===== config.mk =====
export PLATFORM = sky130hd
export DESIGN_NAME = otppv_ctrl
export DESIGN_NICKNAME = d
export VERILOG_FILES = /design/src/otppv_misr.v /design/src/otppv_timer.v /design/src/otppv_ctrl.v
export VERILOG_INCLUDE_DIRS = /design/src /design/src/src
export SDC_FILE = /design/constraint.sdc
export NUM_CORES = 1
export LEC_CHECK = 0
export BUFFER_PORTS_ARGS = -buffer_cell sky130_fd_sc_hd__buf_2
export CORE_MARGIN = 5
export CORE_UTILIZATION = 40
export DETAILED_ROUTE_END_ITERATION = 7
export GPL_TIMING_DRIVEN = 0
export PLACE_DENSITY = 0.58
export SYNTH_ARGS = -nofsm -noshare
export SYNTH_HDL_FRONTEND = slang
export SYNTH_SLANG_ARGS = --single-unit

===== constraint.sdc =====
create_clock -name sys_clk_i -period 3.72 [get_ports sys_clk_i]
set_clock_uncertainty 0.05 [all_clocks]
set_input_delay 0.744 -clock sys_clk_i [delete_from_list [all_inputs] [get_ports sys_clk_i]]
set_output_delay 0.744 -clock sys_clk_i [all_outputs]
set_load 0.02 [all_outputs]

===== src/otppv_defines.vh =====
/*
 * Constants of the fuse program-and-verify controller: device register
 * addresses, burn keys, threshold codes, timing, controller register map.
 * Assumes a 40 MHz system clock.
 */
`ifndef OTPPV_DEFINES_VH
`define OTPPV_DEFINES_VH

// ****
// device register addresses
// ****
`define OTPPV_DEV_MEM_FIRST 8'h00
`define OTPPV_DEV_MISR_FIRST 8'h02
`define OTPPV_DEV_MISR_LAST 8'h1D
`define OTPPV_DEV_CFG_FIRST 8'h0A
`define OTPPV_DEV_SIG 8'h1E
`define OTPPV_DEV_ENGINE 8'h23
`define OTPPV_DEV_KEY1 8'h62
`define OTPPV_DEV_KEY2 8'h63
`define OTPPV_DEV_ANGLE 8'h20
`define OTPPV_DEV_LOCK 8'h1D
`define OTPPV_LOCK_MASK 8'h80

// ****
// codes written to the device
// ****
`define OTPPV_ENGINE_RESET 8'h20
`define OTPPV_THR_GUARD 8'h40
`define OTPPV_THR_NORMAL 8'h00
`define OTPPV_KEY1_VAL 8'h70
`define OTPPV_KEY2_VAL 8'h51
`define OTPPV_SIG_CLEAR 8'h00
`define OTPPV_MISR_POLY 8'h1D

// ****
// timing
// ****
`define OTPPV_CLK_HZ 40000000
`define OTPPV_BURN_MS 10
`define OTPPV_REFRESH_MS 5
`define OTPPV_BURN_CYC (`OTPPV_BURN_MS * (`OTPPV_CLK_HZ / 1000))
`define OTPPV_REFRESH_CYC (`OTPPV_REFRESH_MS * (`OTPPV_CLK_HZ / 1000))

// ****
// controller register map (byte addresses)
// ****
`define OTPPV_REG_CTRL 8'h00
`define OTPPV_REG_STATUS 8'h04
`define OTPPV_REG_ANGLE 8'h08
`define OTPPV_REG_SIG 8'h0C
`define OTPPV_REG_IMG_BASE 8'h80
`define OTPPV_CMD_CAL1 0
`define OTPPV_CMD_CAL2 1
`define OTPPV_CMD_CHECK 2
`define OTPPV_CMD_PROG 3
`define OTPPV_ST_BUSY 0
`define OTPPV_ST_DONE 1
`define OTPPV_ST_CMP_FAIL 2
`define OTPPV_ST_REFRESH_FAIL 3
`define OTPPV_ST_PROG_FAIL 4
`define OTPPV_ST_BURNED 5
`define OTPPV_ST_REFUSED 6
`define OTPPV_RESP_OKAY 2'h0
`define OTPPV_RESP_SLVERR 2'h2

`endif


===== src/otppv_misr.v =====
/*
 * Signature accumulator for the fuse self-test byte.
 * Assumes the caller clears it before a sweep and feeds bytes in
 * ascending address order, one per enable.
 */
`timescale 1ns/100ps
`include "otppv_defines.vh"

module otppv_misr (
    input wire sys_clk_i,
    input wire rst_i,
    input wire clr_i,
    input wire en_i,
    input wire [7:0] din_i,
    output reg [7:0] sig_o
);

    wire [7:0] shifted;
    assign shifted = {sig_o[6:0], 1'b0} ^ din_i; // RULE8

    always @(posedge sys_clk_i) begin
        if (rst_i || clr_i) begin
            sig_o <= 8'h00; // RULE8
        end else if (en_i) begin
            if (sig_o[7]) begin
                sig_o <= shifted ^ `OTPPV_MISR_POLY; // RULE9
            end else begin
                sig_o <= shifted;
            end
        end
    end

endmodule


===== src/otppv_timer.v =====
/*
 * One-shot wait timer counting system clock cycles.
 * Assumes start_i is a one-cycle pulse; done_o pulses once at expiry.
 */
`timescale 1ns/100ps

module otppv_timer (
    input wire sys_clk_i,
    input wire rst_i,
    input wire start_i,
    input wire [23:0] cycles_i,
    output reg done_o
);

    reg [23:0] count;
    reg running;

    always @(posedge sys_clk_i) begin
        if (rst_i) begin
            count <= 24'h000000;
            running <= 1'b0;
            done_o <= 1'b0;
        end else begin
            done_o <= 1'b0;
            if (start_i) begin
                count <= cycles_i;
                running <= 1'b1;
            end else if (running) begin
                if (count <= 24'h000001) begin
                    running <= 1'b0;
                    done_o <= 1'b1;
                end else begin
                    count <= count - 24'h000001;
                end
            end
        end
    end

endmodule


===== src/otppv_ctrl.v =====
/*
 * Programming station controller: AXI4-Lite commands make it work the
 * sensor registers to calibrate, program and verify its fuses.
 * Assumes a device register port with a held request and a one-cycle
 * acknowledge; the device is in communication mode while unlocked.
 */
`timescale 1ns/100ps
`include "otppv_defines.vh"

// What this block does
// RULE1 - device starts in communication mode while unlocked; programming happens there
// RULE2 - write 0x20 to 0x23 to reset the angle engine at start position
// RULE3 - read measured angle at start and stop; software derives calibration values
// RULE4 - write config 0x0A..0x1E, read back and compare every byte
// RULE5 - write settings with lock bit, then read 0x00..0x1D
// RULE6 - fuse self-test compares stored signature byte with content signature
// RULE7 - signature covers bytes 0x02..0x1D in ascending order
// RULE8 - accumulator from zero, shift left, xor byte, keep eight bits
// RULE9 - if old bit 7 set, also xor with 29
// RULE10 - write signature to 0x1E, rewrite all, read back and compare
// RULE11 - burn only by 0x70 to 0x62 then 0x51 to 0x63 after good compare
// RULE12 - burn completes in 10 ms; no access before then
// RULE13 - clear 0x1E with 0x00 before each verification refresh
// RULE14 - 0x40 to 0x23 selects guard band threshold for first verify
// RULE15 - 0x00 to 0x23 restores normal threshold for second verify
// RULE16 - shadow reload within 5 ms; wait before reading
// RULE17 - refresh good only if 0x1E equals computed signature
// RULE18 - any refreshed mismatch means bad part; never burn again
// RULE19 - guard band threshold used only in the post-burn verify
// RULE20 - once locked, device starts in functional mode after reset
// RULE21 - abort without burn key on any pre-burn compare mismatch
module otppv_ctrl #(
    parameter BURN_CYC = `OTPPV_BURN_CYC,
    parameter REFRESH_CYC = `OTPPV_REFRESH_CYC
) (
    input wire sys_clk_i,
    input wire rst_i,
    input wire [7:0] s_axi_awaddr_i,
    input wire s_axi_awvalid_i,
    output wire s_axi_awready_o,
    input wire [31:0] s_axi_wdata_i,
    input wire [3:0] s_axi_wstrb_i,
    input wire s_axi_wvalid_i,
    output wire s_axi_wready_o,
    output reg [1:0] s_axi_bresp_o,
    output reg s_axi_bvalid_o,
    input wire s_axi_bready_i,
    input wire [7:0] s_axi_araddr_i,
    input wire s_axi_arvalid_i,
    output wire s_axi_arready_o,
    output reg [31:0] s_axi_rdata_o,
    output reg [1:0] s_axi_rresp_o,
    output reg s_axi_rvalid_o,
    input wire s_axi_rready_i,
    output reg dev_req_o,
    output reg dev_we_o,
    output reg [7:0] dev_addr_o,
    output reg [7:0] dev_wdata_o,
    input wire dev_ack_i,
    input wire [7:0] dev_rdata_i
);

    // ****
    // states and storage
    // ****
    localparam ST_IDLE = 5'b00001;
    localparam ST_SETUP = 5'b00010;
    localparam ST_ISSUE = 5'b00100;
    localparam ST_ACC = 5'b01000;
    localparam ST_WAIT = 5'b10000;

    reg [4:0] state;
    reg [4:0] phase;
    reg [7:0] img [0:31];
    reg [15:0] angle_t1;
    reg [15:0] angle_t2;
    reg [7:0] angle_lo;
    reg [6:0] status;
    reg timer_start;
    reg misr_clr;
    wire misr_en;
    wire [7:0] sig;
    wire timer_done;

    // ****
    // expected byte for an address
    // ****
    function [7:0] exp_byte;
        input [7:0] a;
        input lock;
        input fin;
        input [7:0] img_b;
        input [7:0] sig_b;
        begin
            if (a == `OTPPV_DEV_SIG) begin
                exp_byte = fin ? sig_b : img_b;
            end else if (lock && a == `OTPPV_DEV_LOCK) begin
                exp_byte = img_b | `OTPPV_LOCK_MASK;
            end else begin
                exp_byte = img_b;
            end
        end
    endfunction

    // ****
    // phase table
    // ****
    reg ph_we, ph_cst, ph_cmp, ph_lock, ph_fin, ph_misr, ph_ang, ph_end;
    reg [1:0] ph_wait;
    reg [7:0] ph_first, ph_last, ph_cval;

    always @* begin
        ph_we = 1'b1;
        ph_cst = 1'b1;
        ph_cmp = 1'b0;
        ph_lock = 1'b1;
        ph_fin = 1'b1;
        ph_misr = 1'b0;
        ph_ang = 1'b0;
        ph_end = 1'b0;
        ph_wait = 2'd0;
        ph_first = `OTPPV_DEV_CFG_FIRST;
        ph_last = `OTPPV_DEV_SIG;
        ph_cval = 8'h00;
        case (phase)
            5'd0: begin
                ph_cst = 1'b0; // RULE5
                ph_fin = 1'b0;
            end
            5'd1: begin
                ph_we = 1'b0; // RULE5
                ph_misr = 1'b1;
                ph_first = `OTPPV_DEV_MEM_FIRST;
                ph_last = `OTPPV_DEV_MISR_LAST;
            end
            5'd2: begin
                ph_cst = 1'b0; // RULE10
                ph_first = `OTPPV_DEV_SIG;
            end
            5'd3: ph_cst = 1'b0; // RULE10
            5'd4: begin
                ph_we = 1'b0; // RULE10
                ph_cmp = 1'b1;
            end
            5'd5: begin
                ph_first = `OTPPV_DEV_KEY1; // RULE11
                ph_last = `OTPPV_DEV_KEY1;
                ph_cval = `OTPPV_KEY1_VAL;
            end
            5'd6: begin
                ph_first = `OTPPV_DEV_KEY2; // RULE11
                ph_last = `OTPPV_DEV_KEY2;
                ph_cval = `OTPPV_KEY2_VAL;
            end
            5'd7: ph_wait = 2'd1; // RULE12
            5'd8, 5'd12: begin
                ph_first = `OTPPV_DEV_SIG; // RULE13
                ph_cval = `OTPPV_SIG_CLEAR;
            end
            5'd9: begin
                ph_first = `OTPPV_DEV_ENGINE; // RULE14 RULE19
                ph_last = `OTPPV_DEV_ENGINE;
                ph_cval = `OTPPV_THR_GUARD;
            end
            5'd13: begin
                ph_first = `OTPPV_DEV_ENGINE; // RULE15
                ph_last = `OTPPV_DEV_ENGINE;
                ph_cval = `OTPPV_THR_NORMAL;
            end
            5'd10, 5'd14: ph_wait = 2'd2; // RULE16
            5'd11: begin
                ph_we = 1'b0;
                ph_cmp = 1'b1;
            end
            5'd15: begin
                ph_we = 1'b0;
                ph_cmp = 1'b1;
                ph_end = 1'b1;
            end
            5'd16: begin
                ph_cst = 1'b0; // RULE4
                ph_lock = 1'b0;
                ph_fin = 1'b0;
            end
            5'd17: begin
                ph_we = 1'b0; // RULE4
                ph_cmp = 1'b1;
                ph_lock = 1'b0;
                ph_fin = 1'b0;
                ph_end = 1'b1;
            end
            5'd18: begin
                ph_first = `OTPPV_DEV_ENGINE; // RULE2
                ph_last = `OTPPV_DEV_ENGINE;
                ph_cval = `OTPPV_ENGINE_RESET;
            end
            5'd19, 5'd20: begin
                ph_we = 1'b0; // RULE3
                ph_ang = 1'b1;
                ph_end = 1'b1;
                ph_first = `OTPPV_DEV_ANGLE;
                ph_last = `OTPPV_DEV_ANGLE + 8'h01;
            end
            default: ph_end = 1'b1;
        endcase
    end

    // ****
    // AXI4-Lite slave
    // ****
    reg aw_full, w_full;
    reg [7:0] aw_addr;
    reg [31:0] w_data;
    reg [3:0] w_strb;
    reg cmd_wr;
    wire do_write;

    assign s_axi_awready_o = ~aw_full;
    assign s_axi_wready_o = ~w_full;
    assign s_axi_arready_o = ~s_axi_rvalid_o;
    assign do_write = aw_full && w_full && !s_axi_bvalid_o;

    always @(posedge sys_clk_i) begin
        cmd_wr <= 1'b0;
        if (rst_i) begin
            aw_full <= 1'b0;
            w_full <= 1'b0;
            aw_addr <= 8'h00;
            w_data <= 32'h00000000;
            w_strb <= 4'h0;
            s_axi_bvalid_o <= 1'b0;
            s_axi_bresp_o <= `OTPPV_RESP_OKAY;
            s_axi_rvalid_o <= 1'b0;
            s_axi_rdata_o <= 32'h00000000;
            s_axi_rresp_o <= `OTPPV_RESP_OKAY;
        end else begin
            if (s_axi_awvalid_i && !aw_full) begin
                aw_full <= 1'b1;
                aw_addr <= s_axi_awaddr_i;
            end
            if (s_axi_wvalid_i && !w_full) begin
                w_full <= 1'b1;
                w_data <= s_axi_wdata_i;
                w_strb <= s_axi_wstrb_i;
            end
            if (do_write) begin
                aw_full <= 1'b0;
                w_full <= 1'b0;
                s_axi_bvalid_o <= 1'b1;
                s_axi_bresp_o <= `OTPPV_RESP_OKAY;
                if (aw_addr == `OTPPV_REG_CTRL) begin
                    cmd_wr <= w_strb[0];
                end else if (!aw_addr[7] && aw_addr[7:2] != 6'h01 &&
                    aw_addr[7:2] != 6'h02 && aw_addr[7:2] != 6'h03) begin
                    s_axi_bresp_o <= `OTPPV_RESP_SLVERR;
                end
            end else if (s_axi_bvalid_o && s_axi_bready_i) begin
                s_axi_bvalid_o <= 1'b0;
            end
            if (s_axi_arvalid_i && !s_axi_rvalid_o) begin
                s_axi_rvalid_o <= 1'b1;
                s_axi_rresp_o <= `OTPPV_RESP_OKAY;
                s_axi_rdata_o <= 32'h00000000;
                if (s_axi_araddr_i[7]) begin
                    s_axi_rdata_o <= {24'h000000, img[s_axi_araddr_i[6:2]]};
                end else begin
                    case (s_axi_araddr_i[7:2])
                        6'h00: s_axi_rdata_o <= 32'h00000000;
                        6'h01: s_axi_rdata_o <= {25'h0000000, status};
                        6'h02: s_axi_rdata_o <= {angle_t2, angle_t1};
                        6'h03: s_axi_rdata_o <= {24'h000000, sig};
                        default: s_axi_rresp_o <= `OTPPV_RESP_SLVERR;
                    endcase
                end
            end else if (s_axi_rvalid_o && s_axi_rready_i) begin
                s_axi_rvalid_o <= 1'b0;
            end
        end
    end

    // image bytes have no reset; software loads them before a command
    always @(posedge sys_clk_i) begin
        if (do_write && aw_addr[7] && w_strb[0]) begin
            img[aw_addr[6:2]] <= w_data[7:0];
        end
    end

    // ****
    // sequencer
    // ****
    wire [7:0] img_b;
    wire [7:0] exp_b;
    wire mismatch;

    assign img_b = img[dev_addr_o[4:0]];
    assign exp_b = exp_byte(dev_addr_o, ph_lock, ph_fin, img_b, sig);
    assign mismatch = ph_cmp && (dev_rdata_i != exp_b);
    assign misr_en = (state == ST_ACC) && dev_ack_i && ph_misr &&
        (dev_addr_o >= `OTPPV_DEV_MISR_FIRST); // RULE7

    always @(posedge sys_clk_i) begin
        timer_start <= 1'b0;
        misr_clr <= 1'b0;
        if (rst_i) begin
            state <= ST_IDLE;
            phase <= 5'd0;
            status <= 7'h00;
            angle_t1 <= 16'h0000;
            angle_t2 <= 16'h0000;
            angle_lo <= 8'h00;
            dev_req_o <= 1'b0;
            dev_we_o <= 1'b0;
            dev_addr_o <= 8'h00;
            dev_wdata_o <= 8'h00;
        end else begin
            case (state)
                ST_IDLE: begin
                    if (cmd_wr) begin
                        status[`OTPPV_ST_DONE] <= 1'b0;
                        status[`OTPPV_ST_REFUSED] <= 1'b0;
                        status[`OTPPV_ST_CMP_FAIL] <= 1'b0;
                        state <= ST_SETUP;
                        status[`OTPPV_ST_BUSY] <= 1'b1;
                        if (w_data[`OTPPV_CMD_PROG]) begin
                            if (status[`OTPPV_ST_BURNED]) begin
                                state <= ST_IDLE; // RULE18
                                status[`OTPPV_ST_BUSY] <= 1'b0;
                                status[`OTPPV_ST_REFUSED] <= 1'b1;
                            end
                            phase <= 5'd0;
                            misr_clr <= 1'b1;
                        end else if (w_data[`OTPPV_CMD_CHECK]) begin
                            phase <= 5'd16;
                        end else if (w_data[`OTPPV_CMD_CAL2]) begin
                            phase <= 5'd20;
                        end else if (w_data[`OTPPV_CMD_CAL1]) begin
                            phase <= 5'd18;
                        end else begin
                            state <= ST_IDLE;
                            status[`OTPPV_ST_BUSY] <= 1'b0;
                        end
                    end
                end
                ST_SETUP: begin
                    dev_addr_o <= ph_first;
                    if (ph_wait != 2'd0) begin
                        timer_start <= 1'b1;
                        state <= ST_WAIT;
                    end else begin
                        state <= ST_ISSUE;
                    end
                end
                ST_ISSUE: begin
                    dev_req_o <= 1'b1;
                    dev_we_o <= ph_we;
                    dev_wdata_o <= ph_cst ? ph_cval : exp_b;
                    state <= ST_ACC;
                end
                ST_ACC: begin
                    if (dev_ack_i) begin
                        dev_req_o <= 1'b0;
                        if (ph_ang) begin
                            angle_lo <= dev_rdata_i;
                        end
                        if (mismatch) begin
                            state <= ST_IDLE; // RULE21
                            status[`OTPPV_ST_BUSY] <= 1'b0;
                            if (phase == 5'd11 || phase == 5'd15) begin
                                if (dev_addr_o == `OTPPV_DEV_SIG) begin
                                    status[`OTPPV_ST_REFRESH_FAIL] <= 1'b1; // RULE17
                                end else begin
                                    status[`OTPPV_ST_PROG_FAIL] <= 1'b1; // RULE18
                                end
                            end else begin
                                status[`OTPPV_ST_CMP_FAIL] <= 1'b1; // RULE4
                            end
                        end else if (dev_addr_o == ph_last) begin
                            if (phase == 5'd6) begin
                                status[`OTPPV_ST_BURNED] <= 1'b1;
                            end
                            if (phase == 5'd19) begin
                                angle_t1 <= {angle_lo, dev_rdata_i}; // RULE3
                            end
                            if (phase == 5'd20) begin
                                angle_t2 <= {angle_lo, dev_rdata_i}; // RULE3
                            end
                            if (ph_end) begin
                                state <= ST_IDLE;
                                status[`OTPPV_ST_BUSY] <= 1'b0;
                                status[`OTPPV_ST_DONE] <= 1'b1;
                            end else begin
                                phase <= phase + 5'd1;
                                state <= ST_SETUP;
                            end
                        end else begin
                            dev_addr_o <= dev_addr_o + 8'h01;
                            state <= ST_ISSUE;
                        end
                    end
                end
                ST_WAIT: begin
                    if (timer_done) begin
                        phase <= phase + 5'd1; // RULE12 RULE16
                        state <= ST_SETUP;
                    end
                end
                default: state <= ST_IDLE;
            endcase
        end
    end

    otppv_misr u_misr (
        .sys_clk_i(sys_clk_i),
        .rst_i(rst_i),
        .clr_i(misr_clr),
        .en_i(misr_en),
        .din_i(dev_rdata_i),
        .sig_o(sig)
    );

    otppv_timer u_timer (
        .sys_clk_i(sys_clk_i),
        .rst_i(rst_i),
        .start_i(timer_start),
        .cycles_i(ph_wait == 2'd1 ? BURN_CYC[23:0] : REFRESH_CYC[23:0]),
        .done_o(timer_done)
    );

endmodule


**Word level (Yosys, flattened, before mapping)**

Memory sizes are Yosys's and may differ from the RTL's. A register that Yosys moved wholly into a read port is not among the register bits.
Index checks and enable logic that the tools add are counted.

- Multiplexer cells: 84
- Reductions and logical operators: 66
- $add $sub $neg: 3
- Eq/ne operators: 50
- Bitwise gates (word level): 13
- Magnitude comparators: 2

Operators with widths:

| cell | number |
|---|---|
| $pmux 32 s3 | 1 |
| $mux 5 | 18 |
| $mux 24 | 3 |
| $mux 8 | 7 |
| $eq 5x4->1 const B | 9 |
| $pmux 7 s6 | 1 |
| $pmux 7 s5 | 1 |
| $reduce_and 5->1 | 7 |
| $mux 32 | 1 |
| $eq 5x5->1 const B | 6 |
| $mux 1 | 29 |
| $pmux 7 s4 | 1 |
| $eq 5x3->1 const B | 5 |
| $pmux 5 s5 | 1 |
| $le 24x1->1 const B | 1 |
| $mux 2 | 12 |
| $sub 24x1->24 const B | 1 |
| $mux 19 | 1 |
| $ne 2x2->1 const B | 9 |
| $reduce_or 3->1 | 6 |
| $logic_and 1x1->1 | 17 |
| $reduce_or 17->1 | 1 |
| $eq 8x5->1 const B | 2 |
| $pmux 8 s2 | 1 |
| 39 further kinds | 77 |

- RAM bits: 256
- Word-level logic and storage cells: 252
- Memories kept: 1
- Output and inout bits: 59
- Flip-flop bits (word level): 169
- Input bits: 68

Memories:

| memory | depth | bits a word | rd ports | clocked after memory_dff | wr ports | line | text |
|---|---|---|---|---|---|---|---|
| img | 32 | 8 | 2 | 1 | 1 | otppv_ctrl.v:74 | `reg [7:0] img [0:31];` |

**Longest topological paths before layout**

Gate-level depths: netlist of the first run.

- Word-level depth: 13
- Depth in mapped cells: 15
- Depth with buffers taken out: 12

**Cells and area by module**

From an unflattened synthesis of the first run, not the netlist that was laid out.

- Cells, all modules: 1661
- Area, all modules: 20727.4 sq um

By module, submodules not included:

| module | area each (sq um) | seq. area each (sq um) | cells an instance | times used |
|---|---|---|---|---|
| otppv_ctrl | 18621.6 | 10450.0 | 1439 | 1 |
| otppv_timer | 1669.1 | 520.5 | 182 | 1 |
| otppv_misr | 436.7 | 160.2 | 40 | 1 |

**Worst setup path before layout of the first run**

No wires, ideal clock.

- Path type: input port to flip-flop
- Start point: in s_axi_araddr_i[2]
- End point: reg s_axi_rdata_o[1]
- Path buffers: 2
- Setup time: 0.132 ns
- Setup slack: 0.378 ns
- Stages on the path: 7
- Arrival time: 3.160 ns
- Data required time: 3.538 ns
- Cells stage by stage: clkbuf_1 -> buf_1 -> mux4_2 -> mux4_2 -> mux2_2 -> a221oi_1 -> nor3_1

- Word-level cells in the longest chain between the ends: 3
- Elaborated cells on any way between the ends: 6
- Classes of those cells: 3 x eq/ne; 2 x mux; 1 x memory

Ends and longest elaborated chain:

| item | line | text |
|---|---|---|
| from (decl) | otppv_ctrl.v:48 | `input wire [7:0] s_axi_araddr_i,` |
| parallel branches: the longest is 2 deep, another holds $mem_v2 32x8 | - |  |
| $mux 32 (*) | otppv_ctrl.v:264 | `if (s_axi_araddr_i[7]) begin` |
| to (signal assigned) | otppv_ctrl.v:265 | `s_axi_rdata_o <= {24'h000000, img[s_axi_araddr_i[6:2]]};` |
| to (signal assigned) | otppv_ctrl.v:269 | `6'h01: s_axi_rdata_o <= {25'h0000000, status};` |
| to (signal assigned) | otppv_ctrl.v:270 | `6'h02: s_axi_rdata_o <= {angle_t2, angle_t1};` |
| to (decl) | otppv_ctrl.v:51 | `output reg [31:0] s_axi_rdata_o,` |

Mark *: on every way between the ends.
A chain may end at the register's enable or synchronous reset.

==> results of run 1 <==
-- state kept, by name, summed over array words and instances, names as in the netlist, 16 cells and up, named ones only --
| register | cells |
|---|---|
| img | 256 |
| s_axi_rdata_o | 32 |
| u_timer.count | 24 |
| angle_t1 | 16 |
| angle_t2 | 16 |
-- synth_stat cells, drive strengths merged (11+ instances only) --
library cell	count
o21ai	64
edfxtp	256
dfxtp	172
xnor2	23
nor2	202
mux2i	116
a211oi	19
nor2b	15
mux4	97
a31oi	12
nor3	32
xor2	14
inv	21
a22oi	61
buf	49
or3	12
clkbuf	73
mux2	19
or2	12
a21oi	102
nand3	59
nand2b	15
and3	11
nand2	94
-- worst register-to-register path, stage by stage, from the launching register on --
cell and delay (ns):
dfxtp_1 0.33, clkbuf_4 0.22, nor2b_1 0.19, clkbuf_1 0.65
a22oi_1 0.23, a31oi_2 0.37, a41oi_2 0.31, xnor2_1 0.23
nand3_1 0.16, o21a_1 0.21, buf_6 0.15, or3_1 0.36
a211oi_2 0.21
-- stage by stage --
stage / worst slack (ns) / TNS (ns) / hold slack (ns)
after floorplan: 0.3781 / 0 / 0.3712
after global placement: -0.9312 / -47.69 / 0.3912
after detailed placement: -0.9431 / -46.62 / 0.3916
after CTS: 0.002410 / 0 / 0.2800
after global routing: -0.04473 / -0.4085 / 0.3016
final: -0.04344 / -0.1582 / 0.3037
-- power by group through the flow --
stage	Sequential (mW)	Combinational, mW	Clock [mW]
after floorplan	5.24	0.586	0
after global placement	5.27	0.879	0
after detailed placement	5.27	0.880	0
after CTS	5.17	0.895	4.90
after global routing	5.18	1.01	5.09
final	5.17	0.949	4.85
-- path summary, 6_finish.rpt --
check / to / cells past startpoint
worst min register to register: u_timer.count[18] / 2
worst max-delay path: dev_addr_o[7] / 12
worst min-delay path: s_axi_rvalid_o / 2
worst max register to register: dev_addr_o[7] / 12
-- logic make-up (layout without fill, tap and decap cells) --
family | count (synthesis) | count (layout) | share of synthesized area (%)
and+or+nand+nor | 494 | 494 | 11.49
adders and majority gates | 10 | 10 | 0.6163
buffers and inverters | 144 | 333 | 3.199
other | 1 | 2 | 0.01847
xor gates and xnor gates | 37 | 37 | 1.596
DFF | 428 | 428 | 54.83
AOI/OAI and AO/OA | 335 | 335 | 10.71
muxes | 232 | 232 | 17.53
-- routing by layer --
metal	wire length (um)	up-vias	GRT usage (%)
met4	3374	2	9.923
met3	5860	200	4.686
li1	-	6711	-
met5	8	-	0
met2	32260	806	39.06
met1	27140	7682	30.71
-- final cells by class --
cell class / count / area (um2)
Fill cell: 4528 / 26400
Sequential cell: 428 / 11140
Multi-Input combinational cell: 1110 / 8876
Clock buffer: 58 / 1270
Tap cell: 672 / 840.8
Buffer: 121 / 693.2
Timing Repair Buffer: 102 / 553.0
Clock inverter: 30 / 317.8
Inverter: 22 / 82.58
-- timing repair --
item / 4_1_cts / 5_1_grt
buffers inserted: 0 / 17
hold endpoints to repair: 0 / 0
endpoints found under the setup margin: 67 / 63
gates cloned: 0 / 1
resized for setup: 56 / 68
pin swaps: 1 / 14
==> results.md, run 1 <==
* Status: finished, violations left
* Failing checks: negative setup slack
* Synth top area share at 37.87%
* Power share of the clock group at 44.2%
* Tcrit/Tclk final at 101.2%
* Internal cell power at 8.269 mW
* Buf/Inv on CP at 3
* Core area at 50,170 um2
* Max Clk Rate at 0.2657 GHz
* Gr ovfl total at 0
* FP Rows at 82
* Synth unique cells at 80
* Psw at 2.701 mW
* Via count at 15,401
* Gate Count Post-Synth at 1,681
* Share of layout cells above drive strength 1 at 22.45%
* Yosys warnings at 0
* EDFF count, synth at 256
* CP max-delay cell: clkbuf_1
* Clock sink total at 428
* Placed insts at 2,438
* Flops & latches, synth at 428
* Nets at 1,910
* Logic pwr share at 8.7%
* P_leak at 7.787 nW
* Async S/R FF share, synth at 0%
* Crit Path Class: reg2reg
* Post-synth top area cell: edfxtp_1
* Post-synthesis cell area at 20,300 um2
* Max-slew violations at 0
* Hold_sp: s_axi_rready_i
* Antenna viol nets, final at 0
* Initial core utilization at 40.46%
* GP Congestion at 0.9799
* Top area cells in the synthesized netlist: edfxtp_1, dfxtp_1, mux4_2, mux2i_1, nor2_1
* Synth Area per Inst at 12.08 um2
* Number of antenna diodes at 0
* Post-Layout Cell Count at 2,543
* Iter 0 DRT Violations at 1,863
* Wire length per cell at 26.99 um
* Critical Path Sink Type: flip-flop
* Commonest non-fill, non-tap cell in the layout: edfxtp_1
* Clk_lat worst skew at 0.60 ns
* Final Hold Viols at 0
* Total Power at 10.97 mW
* Commonest non-fill, non-tap cells in the layout: edfxtp_1, nor2_1, dfxtp_1
* Post-layout min period at 3.763 ns
* Worst EP required at 4.17 ns
* Crit start category: flip-flop
* Net Sw Frac at 24.62%
* Slack of the critical path at -0.04344 ns
* Max FO, Critical Path at 10
* Crit path largest cell delay at 0.65 ns
* Delay-heaviest family, CP: compound AO/OA/AOI/OAI gates
* Reg2reg setup slack at -0.04 ns
* # setup viols final at 6
* Max Cap Viol at 0
* Slew headroom at 5.187%
* CTS Buf Count at 47
* Area post-placement at 21,580 um2
* Largest net degree at the start of global routing at 40
* WL final at 68.64 mm
* CP arrival at 4.21 ns
* CTS tree: built
* Top FF cell, synth: edfxtp_1
* Area Overhead vs Synth at 17.08%
* IO Port Bufs at 84
* Via density per instance at 6.056
* Initial DRT Pass Iterations at 6
* Post-synthesis sequential area ratio at 54.83%
* Htree depth at 2
* DRC Markers at 0
* Chip width at 235.3 um
* Fin util at 47.38%
* Root buffer cell: clkbuf_16
* First-pass GRT wire length at 99.44 mm
* Slew @ Worst Pin at 1.420 ns
* Clk pin slew, worst setup/hold paths at 0.06 ns
* Initial antenna violation count at 2
* Vias in the first global route at 14,955
* Full die area at 55,360 um2
* Io pins at 127
* Peak VDD IR at 0.0003588 V
* Final instance area at 23,770 um2
* Die Y at 235.3 um
* Final HPWL DP at 48.85 mm
* # hold bufs at CTS at 0
* GRT Total Usage at 23.68%
* RSZ-0062 raised after global routing: true
* Power Dens Cells at 461.5 nW/um2
* Crit path cell chain: clkbuf_4 -> nor2b_1 -> clkbuf_1 -> a22oi_1 -> a31oi_2 -> a41oi_2 -> xnor2_1 -> nand3_1 -> o21a_1 -> buf_6 -> or3_1 -> a211oi_2
* Tightest Hold Check Type: in2reg
* Bufs on Longest Clock Path at 3
* Register share of total power at 47.2%
Note: power is estimated with default switching activity, not from simulation.
==> run 2: changes to the inputs <==
--- a/config.mk
+++ b/config.mk
@@ -8,10 +8,10 @@
 export LEC_CHECK = 0
 export BUFFER_PORTS_ARGS = -buffer_cell sky130_fd_sc_hd__buf_2
 export CORE_MARGIN = 5
-export CORE_UTILIZATION = 40
+export CORE_UTILIZATION = 60
 export DETAILED_ROUTE_END_ITERATION = 7
 export GPL_TIMING_DRIVEN = 0
-export PLACE_DENSITY = 0.58
+export PLACE_DENSITY = 0.81
 export SYNTH_ARGS = -nofsm -noshare
 export SYNTH_HDL_FRONTEND = slang
 export SYNTH_SLANG_ARGS = --single-unit
==> run 2 against run 1 <==
The flow finishes with violations (design-rule violations, max-capacitance violations, negative setup slack). First-iteration DRC count rose by 43%. Worst hold slack improved by 0.018 ns. Sequential share of layout area is 1.2 points higher. Power fell by 4.9%. Non-clock buffer count decreased by 2. Combinational power decreased by 2.4%. Core utilization up 22 points. Clock power shrank 11%. Via count up 5.4%. Die area is 32% lower. Register-to-register slack better by 0.02 ns. Critical endpoint is now angle_t2[10].
==> results.md, run 2 (synthesis results as in run 1) <==
* Worst EP required at 4.15 ns
* Reg2reg setup slack at -0.02 ns
* Max Cap Viol at 1
* Register area at 11,130 um2
* CP max-delay cell: buf_2
* Largest register FFs at 256
* Crit path largest cell delay at 0.47 ns
* Core area at 33,450 um2
* Htree depth at 2
* Setup TNS after final layout at -0.06678 ns
* Final HPWL DP at 45.25 mm
* Max Clk Rate at 0.2674 GHz
* Vias in the first global route at 15,340
* Io pins at 127
* Reg2reg path depth at 13
* DRC Markers at 28
* Initial DRT Pass Iterations at 8
* Via count at 16,229
* Peak VDD IR at 0.0004653 V
* Status: finished, violations left
* Nets at 1,904
* FP Rows at 67
* Crit start category: flip-flop
* Full die area at 37,610 um2
* Via density per instance at 7.032
* Gr ovfl total at 0
* Final instance area at 23,170 um2
* CP arrival at 4.17 ns
* Post-layout min period at 3.740 ns
* Bufs on Longest Clock Path at 3
* Commonest non-fill, non-tap cells in the layout: edfxtp_1, nor2_1, dfxtp_1
* Die Y at 193.9 um
* Critical Path Sink Type: flip-flop
* # setup viols final at 4
* Area Overhead vs Synth at 14.13%
* CTS Buf Count at 43
* GP Congestion at 1.023
* Max-slew violations at 0
* WL final at 65.87 mm
* P_leak at 7.700 nW
* Crit path cell chain: clkbuf_4 -> buf_2 -> mux2i_1 -> o22ai_2 -> nor3_2 -> a211oi_1 -> a2111oi_2 -> o2111ai_2 -> o21ai_2 -> buf_6 -> buf_4 -> nand3_1 -> a21oi_1
* Wire length per cell at 28.54 um
* RSZ-0062 raised after global routing: true
* Hold depth at 2
* Power Dens Cells at 450.3 nW/um2
* Initial core utilization at 60.69%
* Worst hold slack at 0.3217 ns
* Number of fill cells at 2,213
* Tcrit/Tclk final at 100.5%
* Final Hold Viols at 0
* Hold Path Sink: s_axi_rvalid_o
* Chip width at 193.9 um
* Antenna viol nets, final at 0
* GRT Total Usage at 33.40%
* Tightest Hold Check Type: in2reg
* Largest net degree at the start of global routing at 40
* Clk_lat worst skew at 0.57 ns
* Iter 0 DRT Violations at 2,665
* Clk pin slew, worst setup/hold paths at 0.06 ns
* Slew headroom at 1.064%
* Number of antenna diodes at 0
* Failing checks: design-rule violations, max-capacitance violations, negative setup slack
* Slack of the critical path at -0.02012 ns
* Share of layout cells above drive strength 1 at 21.45%
* First-pass GRT wire length at 95.69 mm
* IO Port Bufs at 84
* Commonest non-fill, non-tap cell in the layout: edfxtp_1
* Worst r2r dst: angle_t2[10]
* Multi-input gate area at 8748 um2
* CTS tree: built
* Max FO, Critical Path at 10
* # hold bufs at CTS at 0
* Initial antenna violation count at 2
* Clock sink total at 428
* Crit Path Class: reg2reg
* Root buffer cell: clkbuf_16
* Slew @ Worst Pin at 1.463 ns
* Hold_sp: s_axi_rready_i
* Area post-placement at 21,290 um2
==> run 2: how the worst max path moves through the flow <==
| stage | start | to | slack [ns] | depth (start not counted) |
|---|---|---|---|---|
| floorplan | s_axi_araddr_i[2] | s_axi_rdata_o[1] | 0.38 | 7 |
| global placement | flip-flop | angle_t1[8] | -0.77 | 15 |
| detailed placement | flip-flop | angle_t1[13] | -0.84 | 15 |
| CTS | flip-flop | phase[2] | 0.004 | 14 |
| global route | phase[0] | flip-flop | -0.06 | 11 |
| finish | flip-flop | angle_t2[10] | -0.02 | 13 |
==> run 2: report_power, final <==
part	internal, mW	switching [mW]
clock network	2.48	1.85
registers	5.07	0.103
logic	0.335	0.591
total	7.89	2.54
==> run 2: critical path: cells and delay by family, from the launching register on <==
kind	cells	cell delay, ns
buffers and inverters	4	1.09
flip-flops	1	0.32
AO/OA/AOI/OAI	6	1.38
AND/OR/NAND/NOR	2	0.39
multiplexers	1	0.41
==> run 2: cell type report <==
class / count / area share [%]
Tap cell: 448 / 2.419
Clock buffer: 54 / 5.136
Timing Repair Buffer: 100 / 2.473
Clock inverter: 25 / 0.9234
Buffer: 121 / 2.878
Inverter: 22 / 0.3564
Multi-Input combinational cell: 1110 / 37.76
Sequential cell: 428 / 48.06
==> run 2: per-stage QoR <==
stage	util, %	total power [mW]	setup WS (ns)	std cells
global route	69.27	10.68	-0.05767	2308
floorplan	-	5.827	0.3781	1682
global placement	63.64	6.104	-0.7704	2214
CTS	68.22	10.35	0.003913	2294
finish	69.27	10.43	-0.02012	2308
detailed placement	63.64	6.125	-0.8391	2214
==> run 2: layer usage <==
layer	part of all wire (%)	track usage (%)	wire [um]	vias up
li1	-	-	-	6671
met1	33	42.34	21840	7762
met2	45	51.87	29610	1423
met3	14	9.922	9421	371
met4	7.6	18.62	4996	2
met5	0.014	0	9	-
==> run 2: what timing repair did <==
item | in CTS | in global routing
endpoints found under the setup margin | 59 | 65
pin swaps | 1 | 8
buffers inserted | 1 | 14
resized for setup | 34 | 74
